**config.mk**
```make
export PLATFORM = sky130hd
export DESIGN_NAME = tcsp_device_flat
export DESIGN_NICKNAME = d
export VERILOG_FILES = /design/src/core/tcsp_pkg.sv /design/src/core/tcsp_if.sv /design/src/core/tcsp_device.sv /design/src/flat_wrapper.sv
export SDC_FILE = /design/constraint.sdc
export NUM_CORES = 1
export LEC_CHECK = 0
export ABC_AREA = 1
export BUFFER_PORTS_ARGS = -buffer_cell sky130_fd_sc_hd__buf_2
export CORE_MARGIN = 5
export CORE_UTILIZATION = 30
export CTS_CLUSTER_SIZE = 24
export DETAILED_ROUTE_END_ITERATION = 6
export PLACE_DENSITY = 0.58
export SETUP_SLACK_MARGIN = 0.05
export SLEW_MARGIN = 5
export SYNTH_ARGS = -nofsm -noshare
export SYNTH_HDL_FRONTEND = slang
export SYNTH_SLANG_ARGS = --single-unit
```
**constraint.sdc**
```tcl
create_clock -name MCLK -period 2.5 [get_ports MCLK]
set_input_delay 0.375 -clock MCLK [delete_from_list [all_inputs] [get_ports MCLK]]
set_output_delay 0.375 -clock MCLK [all_outputs]
set_load 0.03 [all_outputs]
```
**src/core/tcsp_pkg.sv**
```systemverilog
// Package for the touch ADC serial port: command layout, frame counts, states.
// Assumes both ends are clocked by their own MCLK at 100 MHz.
package tcsp_pkg;
   localparam int          CMD_BITS        = 8;
   localparam int          RES_BITS        = 12;
   localparam int          FRAME_BITS      = 16;
   localparam int          CMD_START_POS   = 7;
   localparam int          PWR_HI_POS      = 1;
   localparam int          PWR_LO_POS      = 0;
   localparam logic [1:0]  PWR_AUTO_DOWN   = 2'h0;
   localparam logic [1:0]  PWR_RESET_MODE  = 2'h0;
   localparam int          MCLK_HZ         = 100_000_000;
   localparam int          SCLK_HALF_DIV   = 6;
   localparam int          CONV_CYCLES     = 4;
   localparam logic [11:0] RESULT_RESET    = 12'h000;

   typedef enum logic [1:0] {
      DEV_IDLE = 2'b00,
      DEV_CMD  = 2'b01,
      DEV_CONV = 2'b10,
      DEV_OUT  = 2'b11
   } tcsp_dev_t;

   typedef enum logic [2:0] {
      HST_IDLE = 3'b000,
      HST_CMD  = 3'b001,
      HST_WAIT = 3'b010,
      HST_READ = 3'b011,
      HST_DONE = 3'b100
   } tcsp_hst_t;
endpackage : tcsp_pkg

```
**src/core/tcsp_if.sv**
```systemverilog
// Interface joining the converter end and the host end of the serial link.
// Assumes the bench reads the serial output wire as resolved here from its enable.
`timescale 1ns/10ps
interface tcsp_if;
   logic serial_clock;
   logic chip_select_n;
   logic serial_in;
   logic serial_out_o;
   logic serial_out_oe;
   logic busy_n;
   logic serial_out;

   // Floating wire reads low here; the bench may model it otherwise
   assign serial_out = serial_out_oe ? serial_out_o : 1'b0;

   modport device (input serial_clock, chip_select_n, serial_in,
                   output serial_out_o, serial_out_oe, busy_n);
   modport host   (output serial_clock, chip_select_n, serial_in,
                   input serial_out, busy_n);
endinterface : tcsp_if

```
**src/core/tcsp_device.sv**
```systemverilog
// Converter end of the serial port: command capture, busy, result shift-out.
// Assumes link pins are asynchronous to MCLK and sampled by two flip-flops.
`timescale 1ns/10ps

module tcsp_device
   import tcsp_pkg::*;
#(
   parameter int CONV_LEN = CONV_CYCLES
) (
   input  wire logic        MCLK,          // System clock
   input  wire logic        RST_B,         // Async reset, active low
   tcsp_if.device           LINK,          // Serial link
   input  wire logic [11:0] SAMPLE,        // Analog result to report
   output logic      [6:0]  CMD_OPTIONS,   // Last command option bits
   output logic             POWERED,       // Converter powered up
   output logic             REF_ON         // Internal reference enabled
);
   // Link synchronisers and edges
   logic [1:0]      sclk_s_q;
   logic [1:0]      cs_s_q;
   logic [1:0]      din_s_q;
   logic            sclk_d1_q;
   logic            rise;
   logic            fall;
   logic            cs_n;
   logic            conv_end;
   logic            cmd_end;
   // Frame state
   tcsp_dev_t       state_q;
   logic [2:0]      bit_cnt_q;
   logic [4:0]      out_cnt_q;
   logic [7:0]      cmd_q;
   logic [3:0]      conv_cnt_q;
   logic [15:0]     shift_q;
   logic            have_result_q;
   logic            dout_q;
   logic            busy_n_q;
   logic [1:0]      pwr_mode_q;

   // Last cycle of a conversion
   function automatic logic conv_last(input tcsp_dev_t st, input logic [3:0] cnt);
      conv_last = (st == DEV_CONV) && (cnt == 4'(CONV_LEN - 1));
   endfunction : conv_last

   // Eighth command bit arrives on this rise
   function automatic logic cmd_last(input tcsp_dev_t st, input logic rs,
                                     input logic [2:0] cnt);
      cmd_last = (st == DEV_CMD) && rs && (cnt == 3'(CMD_BITS - 1));
   endfunction : cmd_last

   // Two-flop synchronisers; chip select resets high so no frame starts in reset
   always_ff @(posedge MCLK or negedge RST_B) begin
      if (!RST_B) begin
         sclk_s_q  <= 2'h0;
         cs_s_q    <= 2'h3;
         din_s_q   <= 2'h0;
         sclk_d1_q <= 1'b0;
      end else begin
         sclk_s_q  <= {sclk_s_q[0], LINK.serial_clock};
         cs_s_q    <= {cs_s_q[0], LINK.chip_select_n};
         din_s_q   <= {din_s_q[0], LINK.serial_in};
         sclk_d1_q <= sclk_s_q[1];
      end
   end

   assign rise = sclk_s_q[1] & ~sclk_d1_q;
   assign fall = ~sclk_s_q[1] & sclk_d1_q;
   assign cs_n = cs_s_q[1];
   // Decoded frame events
   assign conv_end = conv_last(state_q, conv_cnt_q);
   assign cmd_end  = cmd_last(state_q, rise, bit_cnt_q);

   // Main sequence
   always_ff @(posedge MCLK or negedge RST_B) begin
      if (!RST_B) begin
         state_q   <= DEV_IDLE;
         bit_cnt_q <= 3'h0;
         cmd_q     <= 8'h00;
      end else if (cs_n) begin
         state_q <= DEV_IDLE;
      end else begin
         case (state_q)
            DEV_IDLE: begin
               if (rise && din_s_q[1]) begin
                  state_q   <= DEV_CMD;
                  cmd_q     <= 8'h01;
                  bit_cnt_q <= 3'h1;
               end
            end

            DEV_CMD: begin
               if (rise) begin
                  cmd_q     <= {cmd_q[6:0], din_s_q[1]};
                  bit_cnt_q <= bit_cnt_q + 3'h1;
               end
               if (cmd_end) begin
                  state_q <= DEV_CONV;
               end
            end

            DEV_CONV: begin
               if (conv_end) begin
                  state_q <= DEV_OUT;
               end
            end

            DEV_OUT: begin
               // The fall after the sixteenth read rise ends the frame
               if (fall && out_cnt_q == 5'(FRAME_BITS)) begin
                  state_q <= DEV_IDLE;
               end
            end

            default: state_q <= DEV_IDLE;
         endcase
      end
   end

   // Conversion cycle counter
   always_ff @(posedge MCLK or negedge RST_B) begin
      if (!RST_B) begin
         conv_cnt_q <= 4'h0;
      end else if (state_q == DEV_CONV && !cs_n) begin
         conv_cnt_q <= conv_cnt_q + 4'h1;
      end else begin
         conv_cnt_q <= 4'h0;
      end
   end

   // Output bit counter, one count per falling link clock
   always_ff @(posedge MCLK or negedge RST_B) begin
      if (!RST_B) begin
         out_cnt_q <= 5'h0;
      end else if (state_q == DEV_OUT && !cs_n) begin
         if (fall) begin
            out_cnt_q <= out_cnt_q + 5'h1;
         end
      end else begin
         out_cnt_q <= 5'h0;
      end
   end

   // Result frame and output pin
   always_ff @(posedge MCLK or negedge RST_B) begin
      if (!RST_B) begin
         have_result_q <= 1'b0;
         shift_q       <= {RESULT_RESET, 4'h0};
         dout_q        <= 1'b0;
      end else if (cs_n) begin
         dout_q <= 1'b0;
      end else if (conv_end) begin
         // Result is latched as the conversion ends
         have_result_q <= 1'b1;
         shift_q       <= {SAMPLE, 4'h0};
      end else if (state_q == DEV_OUT && fall) begin
         dout_q  <= have_result_q ? shift_q[15] : 1'b0;
         shift_q <= {shift_q[14:0], 1'b0};
      end
   end

   // Busy falls as the conversion starts and rises as it completes
   always_ff @(posedge MCLK or negedge RST_B) begin
      if (!RST_B) begin
         busy_n_q <= 1'b1;
      end else begin
         busy_n_q <= ~(state_q == DEV_CONV && !cs_n);
      end
   end

   // Power state
   always_ff @(posedge MCLK or negedge RST_B) begin
      if (!RST_B) begin
         pwr_mode_q <= PWR_RESET_MODE;
         POWERED    <= 1'b0;
         REF_ON     <= 1'b0;
      end else if (cs_n) begin
         POWERED <= 1'b0;
      end else if (cmd_end) begin
         // Reference follows the high power bit and survives chip select
         pwr_mode_q <= {cmd_q[PWR_LO_POS], din_s_q[1]};
         POWERED    <= 1'b1;
         REF_ON     <= cmd_q[PWR_LO_POS];
      end else if (state_q == DEV_OUT && out_cnt_q == 5'h0
                   && pwr_mode_q == PWR_AUTO_DOWN) begin
         POWERED <= 1'b0;
      end
   end

   // Data pin floats whenever chip select is seen high
   assign CMD_OPTIONS        = cmd_q[6:0];
   assign LINK.serial_out_o  = dout_q;
   assign LINK.serial_out_oe = ~cs_n;
   assign LINK.busy_n        = busy_n_q;
endmodule : tcsp_device

```
**src/flat_wrapper.sv**
```systemverilog
// flat-port wrapper written by rule: the top's interface ports become plain ports
module tcsp_device_flat import tcsp_pkg::*;
#(
   parameter int CONV_LEN = CONV_CYCLES
)
  (MCLK, RST_B, SAMPLE, CMD_OPTIONS, POWERED, REF_ON, LINK_serial_clock, LINK_chip_select_n, LINK_serial_in, LINK_serial_out_o, LINK_serial_out_oe, LINK_busy_n);
  tcsp_if LINK_i ();
  input  wire logic MCLK;
  input  wire logic RST_B;
  input  wire logic [11:0] SAMPLE;
  output logic      [6:0] CMD_OPTIONS;
  output logic POWERED;
  output logic REF_ON;
  input wire logic [$bits(LINK_i.serial_clock)-1:0] LINK_serial_clock;
  input wire logic [$bits(LINK_i.chip_select_n)-1:0] LINK_chip_select_n;
  input wire logic [$bits(LINK_i.serial_in)-1:0] LINK_serial_in;
  output wire logic [$bits(LINK_i.serial_out_o)-1:0] LINK_serial_out_o;
  output wire logic [$bits(LINK_i.serial_out_oe)-1:0] LINK_serial_out_oe;
  output wire logic [$bits(LINK_i.busy_n)-1:0] LINK_busy_n;
  assign LINK_i.serial_clock = LINK_serial_clock;
  assign LINK_i.chip_select_n = LINK_chip_select_n;
  assign LINK_i.serial_in = LINK_serial_in;
  assign LINK_serial_out_o = LINK_i.serial_out_o;
  assign LINK_serial_out_oe = LINK_i.serial_out_oe;
  assign LINK_busy_n = LINK_i.busy_n;
  tcsp_device #(.CONV_LEN(CONV_LEN)) u_core (.MCLK(MCLK), .RST_B(RST_B), .LINK(LINK_i), .SAMPLE(SAMPLE), .CMD_OPTIONS(CMD_OPTIONS), .POWERED(POWERED), .REF_ON(REF_ON));
endmodule
```
==> flow_summary.yaml, run 1 <==
outcome:
  outcome: "complete, no violations"
clock_tree:
  cts_htree_levels: 2
  numCtsBuffers: 5
  cts-root-buf: "clkbuf_8"
  clk_latency_ns: 0.28
  ctsHoldBuffers: 0
  cts_tree: "built"
  cts_resized: 0
  clock_path_buffers: 2
  postCtsSetupBuffers: 0
  clk_pin_slew_ns: 0.08
  clock-sinks: 46
setup_path:
  criticalPathCategory: "flop to flop"
  endpoint_kind: "flop"
  worstPathArrival_ns: 1.91
  critical_path_required_ns: 2.68
  cp-start-kind: "flop"
  cpMaxStageDelayCell: "dfrtp_1"
  path_buf_inv: 3
  crit_path_max_fanout: 14
  crit_family: "simple AND/OR/NAND/NOR gates"
  path_cells: "inv_1, ha_1, inv_2, nor2_4, nand2_2, nand2_4, inv_2, nand2_1, nand2_1"
  cpPeakStageDelay_ns: 0.43
logic_synthesis:
  synth_seq_area_share: 0.536
  ys_types: 27
  synth_fp_nets: 279
  synth.area.top_cells: "dfrtp_1, nand2_1, ha_1"
  syn_inst: 253
  post-synth-top-area-cell: "dfrtp_1"
  syn_area_per_cell_um2: 8.52
  syn_area_um2: 2150
  synth_top_cell_area_share: 0.499
  yosys_register_bits: 46
  yosys_warnings: 0
route:
  wl_um: 4020
  ant_nets: 0
  viasPerCell: 4.28
  drc: 0
  drtIter0Drc: 84
  dr.pass1.iters: 4
  routedWlPerCell_um: 10.5
  vias: 1631
min_path:
  hp-class: "input pin to asynchronous set/reset pin"
sta:
  period_share: 0.696
  tns_ns: 0
  rsz0062_at_grt: "false"
  finalHoldViolCount: 0
  setup_violations: 0
  slew_viol_final: 0
  fmax_mhz: 575
  tightest_slew_ns: 0.302
  fin_worst_skew_ns: 0.00744
  slew_headroom: 0.798
  timing.final.crit_period_ns: 1.74
global_route:
  grt_pass1_vias: 1630
  grt_pass1_wl_um: 7280
  grt_overflow: 0
  antenna_found_initial: 0
  grt_max_degree: 47
  grt_usage: 0.0985
placement:
  gp_congestion: 0.739
  dp_hpwl_um: 2830
  postPlaceCellArea_um2: 2390
  port_buffers: 28
layout:
  drive_gt1_frac: 0.189
  finalInstanceArea_um2: 2470
  diodes: 0
  final_cell_mix: "nand2_1, dfrtp_1, buf_2"
  nets: 310
  layout_commonest_cell: "nand2_1"
  area_delta_synth_final_pct: 14.6
floorplan:
  dieHeight_um: 94.7
  die_w_um: 94.7
  ios: 29
  start_util: 0.312
  coreArea_um2: 6910
  rows: 30
  die-area_um2: 8980
power:
  leakage_nw: 1.27
  vdd_ir_drop_max_mv: 0.381
  power_density_nw_per_um2: 793
job:
  drv_cap: 0
-- state kept, by name, indices dropped and copies added, names as in the netlist --
signal / count
u_core.shift_q: 12
u_core.cmd_q: 7
u_core.out_cnt_q: 5
u_core.conv_cnt_q: 4
u_core.bit_cnt_q: 3
u_core.cs_s_q: 2
u_core.din_s_q: 2
u_core.pwr_mode_q: 2
u_core.sclk_s_q: 2
u_core.state_q: 2
u_core.LINK.busy_n: 1
u_core.LINK.serial_out_o: 1
u_core.POWERED: 1
u_core.have_result_q: 1
u_core.sclk_d1_q: 1
-- power by group --
| group | total [W] | switching (W) | internal (W) |
|---|---|---|---|
| Combinational | 0.000545 | 0.000350 | 0.000194 |
| Clock | 0.000428 | 0.000228 | 0.000199 |
| Sequential | 0.000985 | 0.0000909 | 0.000894 |
-- final timing paths --
kind / from / to / slack [ns] / depth (start not counted)
worst max-delay path: u_core.state_q[0] / u_core.shift_q[12] / 0.76 / 9
worst min-delay path: RST_B / u_core.conv_cnt_q[0] / 0.06 / 2
worst max register to register: u_core.state_q[0] / u_core.shift_q[12] / 0.76 / 9
worst min register to register: u_core.sclk_s_q[0] / u_core.sclk_s_q[1] / 0.35 / 0
max in group asynchronous: RST_B / u_core.cs_s_q[0] / 2.16 / 2
min in group MCLK: LINK_chip_select_n / u_core.cs_s_q[0] / 0.19 / 1
-- cell usage after synthesis --
master      n
nor2_2      2
a21oi_1     5
nor2_1     15
o21ai_0    10
inv_1      20
buf_6       3
dfrtp_1    43
ha_1        9
nand2_4     1
o21ai_1     5
o211ai_1    1
nand3_1    13
nand3_2     1
or2_0       1
nor2_4      2
nand2_2     3
o211ai_2    1
dfstp_2     3
buf_2       1
xor2_1      1
o21ai_2     1
nor3b_1     1
buf_4       1
o21a_1      1
inv_2       6
nand2_1   102
nor3_1      1
-- metal layers --
layer  GRT usage  vias to the layer above  wire (µm)
met4      0.0144                        0          0
met2       0.160                       32       1800
li1            -                      849          -
met5           0                        -          0
met3      0.0279                        0        174
met1       0.133                      750       2040
-- worst register-to-register path, delay by kind of cell, from the launching register on --
kind | cells | cell delay [ns]
and+or+nand+nor | 5 | 0.70
adders and majority gates | 1 | 0.20
DFF | 1 | 0.43
buffers and inverters | 3 | 0.30
-- cell families (layout without fill, tap and decap cells) --
group / Yosys count / after routing / share of synthesized area
compound gates: 24 / 24 / 0.0633
xor+xnor: 1 / 1 / 0.00407
fa+ha+maj: 9 / 9 / 0.0523
buf+inv: 31 / 63 / 0.0668
flops: 46 / 46 / 0.536
simple gates: 142 / 142 / 0.278
-- per-stage QoR --
| step | setup WS (ns) | power (W) | cells | util | hold slack [ns] |
|---|---|---|---|---|---|
| 5_1_grt | 0.580 | 0.00212 | 381 | 0.357 | 0.0642 |
| 6_report | 0.761 | 0.00196 | 381 | 0.357 | 0.0560 |
| 3_3_place_gp | 0.768 | 0.00153 | 373 | 0.346 | 0.335 |
| 3_5_place_dp | 0.747 | 0.00155 | 373 | 0.346 | 0.340 |
| 2_1_floorplan | 1.14 | 0.00140 | 253 | - | 0.0794 |
| 4_1_cts | 0.739 | 0.00199 | 381 | 0.357 | 0.0575 |
-- cell type report --
class | instances | area [µm²]
Clock buffer | 8 | 80.1
Sequential cell | 46 | 1150
Timing Repair Buffer | 29 | 160
Tap cell | 96 | 120
Multi-Input combinational cell | 176 | 856
Inverter | 26 | 97.6
Fill cell | 758 | 4440
No activity file was read; power rests on OpenSTA's default activity.
==> run 2, diff against run 1 <==
==> constraint.sdc (replaced) <==
create_clock -name MCLK -period 1.6 [get_ports MCLK]
set_input_delay 0.24 -clock MCLK [delete_from_list [all_inputs] [get_ports MCLK]]
set_output_delay 0.24 -clock MCLK [all_outputs]
set_load 0.03 [all_outputs]
==> flow_summary.yaml, run 2 (same netlist as run 1, synthesis figures left out) <==
clock_tree:
  clock_path_buffers: 2
  cts-root-buf: "clkbuf_8"
  cts_tree: "built"
  clk_pin_slew_ns: 0.09
  clk_latency_ns: 0.29
  numCtsBuffers: 5
  clock-sinks: 46
  cts_htree_levels: 2
placement:
  postPlaceCellArea_um2: 2430
  gp_congestion: 0.766
  post-place-ws_ns: 0.0833
  dp_hpwl_um: 2920
  port_buffers: 28
  dp_cells: 379
sta:
  period_share: 0.929
  layout_setup_ws_ns: 0.113
  fmax_mhz: 673
  fin_worst_skew_ns: 0.00866
  rsz0062_at_grt: "true"
  timing.final.crit_period_ns: 1.49
  finalHoldViolCount: 0
  slew_viol_final: 0
  setup_violations: 0
  tns_ns: 0
  slew_headroom: 0.815
  tightest_slew_ns: 0.277
setup_path:
  cp-start-kind: "flop"
  criticalPathCategory: "flop to output port"
  crit_path_max_fanout: 7
  critical_path_required_ns: 1.36
  endpoint_kind: "output port"
  worstPathArrival_ns: 1.25
floorplan:
  start_util: 0.312
  die-area_um2: 8980
  ios: 29
  dieHeight_um: 94.7
  die_w_um: 94.7
  coreArea_um2: 6910
  rows: 30
power:
  clockPowerShare: 0.212
  p_sw_w: 0.00116
  vdd_ir_drop_max_mv: 0.725
  swShare: 0.342
  leakage_nw: 1.36
  comb_power_share: 0.334
  p_int_w: 0.00224
  power.share.sequential: 0.453
  power_density_nw_per_um2: 1270
layout:
  drive_gt1_frac: 0.272
  largest_registers: "u_core.shift_q x12, u_core.cmd_q x7, u_core.out_cnt_q x5"
  finalInstanceArea_um2: 2690
  layout_commonest_cell: "nand2_1"
  final_cell_mix: "nand2_1, dfrtp_1, buf_2"
  nFillCells: 736
  largest_register_ff_count: 12
  diodes: 0
  area_delta_synth_final_pct: 24.6
  finalNonFillerCells: 397
  nets: 326
  multi_input_area_um2: 920
  largest-register: "u_core.shift_q"
  seq_area_um2: 1160
outcome:
  outcome: "complete, no violations"
global_route:
  grt_pass1_wl_um: 7110
  grt_overflow: 0
  antenna_found_initial: 0
  grt_usage: 0.0975
  grt_pass1_vias: 1615
  grt_max_degree: 47
route:
  routedWlPerCell_um: 10.3
  ant_nets: 0
  dr.pass1.iters: 4
  vias: 1705
  met3_length_um: 176
  wl_met1_um: 2140
  drc: 0
  top_layer: "met3"
  viasPerCell: 4.29
  wl_um: 4090
  drtIter0Drc: 58
  met2_length_um: 1770
job:
  drv_cap: 0
min_path:
  hp-class: "input pin to flop"
-- run 2: per-layer routing --
metal,track usage,up-vias
met4,0.0144,0
met3,0.0279,0
met1,0.141,793
met5,0,-
met2,0.148,30
li1,-,882
-- run 2: power by group through the flow --
| stage | Combinational, W | Sequential (W) | Clock, W |
|---|---|---|---|
| after floorplan | 0.000591 | 0.00160 | 0 |
| after global placement | 0.000874 | 0.00156 | 0 |
| after detailed placement | 0.000888 | 0.00156 | 0 |
| after CTS | 0.000896 | 0.00154 | 0.000755 |
| after global routing | 0.00130 | 0.00157 | 0.000804 |
| final | 0.00114 | 0.00154 | 0.000723 |
-- run 2: metrics by stage --
stage | utilization | power, W | hold slack (ns)
floorplan | - | 0.00219 | -0.0556
global placement | 0.352 | 0.00243 | 0.247
detailed placement | 0.352 | 0.00245 | 0.247
CTS | 0.367 | 0.00319 | 0.0366
global route | 0.389 | 0.00368 | 0.0302
finish | 0.389 | 0.00340 | 0.0469
-- run 2: path summary, 6_finish.rpt --
kind | slack [ns] | start | depth (start not counted) | end
worst max-delay path | 0.11 | u_core.cs_s_q[1] | 3 | LINK_serial_out_oe
worst max register to register | 0.14 | u_core.state_q[0] | 9 | u_core.shift_q[15]
max in group asynchronous | 0.86 | RST_B | 3 | u_core.cs_s_q[0]
min in group asynchronous | 0.45 | RST_B | 3 | u_core.shift_q[14]
worst min register to register | 0.35 | u_core.sclk_s_q[0] | 0 | u_core.sclk_s_q[1]
worst min-delay path | 0.05 | LINK_serial_in | 1 | u_core.din_s_q[0]
-- run 2: what timing repair did --
action | 4_1_cts | 5_1_grt
hold endpoints to repair | 43 | 0
resized for setup | 0 | 22
buffers inserted | 0 | 9
setup endpoints to repair | 0 | 25
hold buffers | 1 | 0
-- run 2: layout make-up --
type                    instances  area share
well taps                      96      0.0447
inverters                      26      0.0391
clock inverters                 1     0.00186
clock buffers                   7      0.0322
multi-input cells             176       0.342
flip-flops and latches         46       0.431
repair buffers                 45       0.109
-- run 2: critical path, cell delays in order, from the launching register on --
cell      delay (ns)
dfstp_2         0.56
inv_4           0.06
buf_4           0.15
clkbuf_4        0.18
==> run 3, diff against run 2 <==
--- a/config.mk
+++ b/config.mk
@@ -8,10 +8,11 @@
 export ABC_AREA = 1
 export BUFFER_PORTS_ARGS = -buffer_cell sky130_fd_sc_hd__buf_2
 export CORE_MARGIN = 5
-export CORE_UTILIZATION = 30
+export CORE_UTILIZATION = 40
 export CTS_CLUSTER_SIZE = 24
 export DETAILED_ROUTE_END_ITERATION = 6
-export PLACE_DENSITY = 0.58
+export HOLD_SLACK_MARGIN = 0.06
+export PLACE_DENSITY = 0.7
 export SETUP_SLACK_MARGIN = 0.05
 export SLEW_MARGIN = 5
 export SYNTH_ARGS = -nofsm -noshare
==> flow_summary.yaml, run 3 (same netlist as run 1, synthesis figures left out) <==
layout:
  layout_commonest_cell: "nand2_1"
  seq_area_um2: 1160
  finalInstanceArea_um2: 2640
  diodes: 0
  nFillCells: 475
  largest_register_ff_count: 12
  largest-register: "u_core.shift_q"
  final_cell_mix: "nand2_1, dfrtp_1, buf_2"
  drive_gt1_frac: 0.252
  largest_registers: "u_core.shift_q x12, u_core.cmd_q x7, u_core.out_cnt_q x5"
  nets: 323
  area_delta_synth_final_pct: 22.3
  multi_input_area_um2: 922
floorplan:
  rows: 26
  die_w_um: 83.4
  dieHeight_um: 83.4
  coreArea_um2: 5170
  die-area_um2: 6950
  ios: 29
  start_util: 0.417
route:
  wl_um: 4050
  routedWlPerCell_um: 11.0
  drc: 0
  ant_nets: 0
  dr.pass1.iters: 4
  vias: 1673
  drtIter0Drc: 75
  viasPerCell: 4.55
job:
  drv_cap: 0
outcome:
  outcome: "complete, no violations"
setup_path:
  endpoint_kind: "output port"
  cp-start-kind: "flop"
  worstPathArrival_ns: 1.24
  criticalPathCategory: "flop to output port"
  critical_path_required_ns: 1.36
  crit_path_max_fanout: 7
power:
  leakage_nw: 1.37
  vdd_ir_drop_max_mv: 0.787
  power_density_nw_per_um2: 1240
global_route:
  grt_pass1_vias: 1586
  grt_max_degree: 34
  grt_overflow: 0
  grt_pass1_wl_um: 7160
  grt_usage: 0.126
  antenna_found_initial: 0
clock_tree:
  clock_path_buffers: 2
  clock-sinks: 46
  clk_latency_ns: 0.30
  clk_pin_slew_ns: 0.08
  cts_htree_levels: 2
  cts_tree: "built"
  cts-root-buf: "clkbuf_8"
  numCtsBuffers: 5
sta:
  timing.final.crit_period_ns: 1.48
  rsz0062_at_grt: "true"
  slew_headroom: 0.767
  tightest_slew_ns: 0.349
  slew_viol_final: 0
  period_share: 0.922
  setup_violations: 0
  tns_ns: 0
  finalHoldViolCount: 0
  fin_worst_skew_ns: 0.00818
  fmax_mhz: 678
placement:
  gp_congestion: 0.849
  postPlaceCellArea_um2: 2390
  dp_hpwl_um: 2950
  port_buffers: 28
min_path:
  hp-class: "input pin to flop"
[run 3: final cells by class]
| class | instances | share of cell area |
|---|---|---|
| multi-input combinational | 177 | 0.350 |
| clock buffer | 7 | 0.0328 |
| sequential | 46 | 0.439 |
| clock inverter | 1 | 0.00190 |
| inverter | 26 | 0.0408 |
| timing repair buffer | 41 | 0.103 |
| tap | 70 | 0.0332 |
[run 3: worst paths after layout]
kind / start / to / slack [ns] / cells past startpoint
worst max register to register: u_core.state_q[0] / u_core.bit_cnt_q[1] / 0.14 / 8
worst min-delay path: SAMPLE[11] / u_core.shift_q[15] / 0.19 / 3
min in group asynchronous: RST_B / u_core.cmd_q[6] / 0.38 / 2
max in group asynchronous: RST_B / u_core.cs_s_q[1] / 0.68 / 3
worst max-delay path: u_core.cs_s_q[1] / LINK_serial_out_oe / 0.12 / 3
worst min register to register: u_core.sclk_s_q[0] / u_core.sclk_s_q[1] / 0.35 / 0
[run 3: power by group]
group	switching [W]	internal (W)	total, W
clock network	0.000376	0.000349	0.000724
logic	0.000604	0.000409	0.00101
registers	0.000138	0.00140	0.00154
[run 3: repair_timing]
action                                 4_1_cts  5_1_grt
setup endpoints to repair                   18       24
hold buffers                                 4        0
endpoints found under the hold margin       15        0
resized for setup                            1       22
buffers inserted                             2        2
gates cloned                                 0        1
pin swaps                                    1        7
[run 3: worst max-delay path, stage by stage (launching register included)]
cell,delay [ns]
dfstp_2,0.57
inv_4,0.07
buf_4,0.16
buf_6,0.14
[run 3: per-layer routing]
metal  wire length [µm]  up-vias  global-route usage
met1               1990      769               0.170
met3                137        8              0.0317
met5                  0        -                   0
li1                   -      873                   -
met2               1860       23               0.195
met4                 64        0              0.0490
[run 3: stage by stage]
stage	total power, W	worst slack (ns)	cells	utilization	hold slack (ns)
CTS	0.00322	0.0525	365	0.490	0.194
detailed placement	0.00245	0.0122	351	0.461	0.172
finish	0.00327	0.125	368	0.509	0.191
global placement	0.00242	0.0656	351	0.461	0.167
floorplan	0.00219	0.235	253	-	-0.0556
global route	0.00354	0.0179	368	0.509	0.198
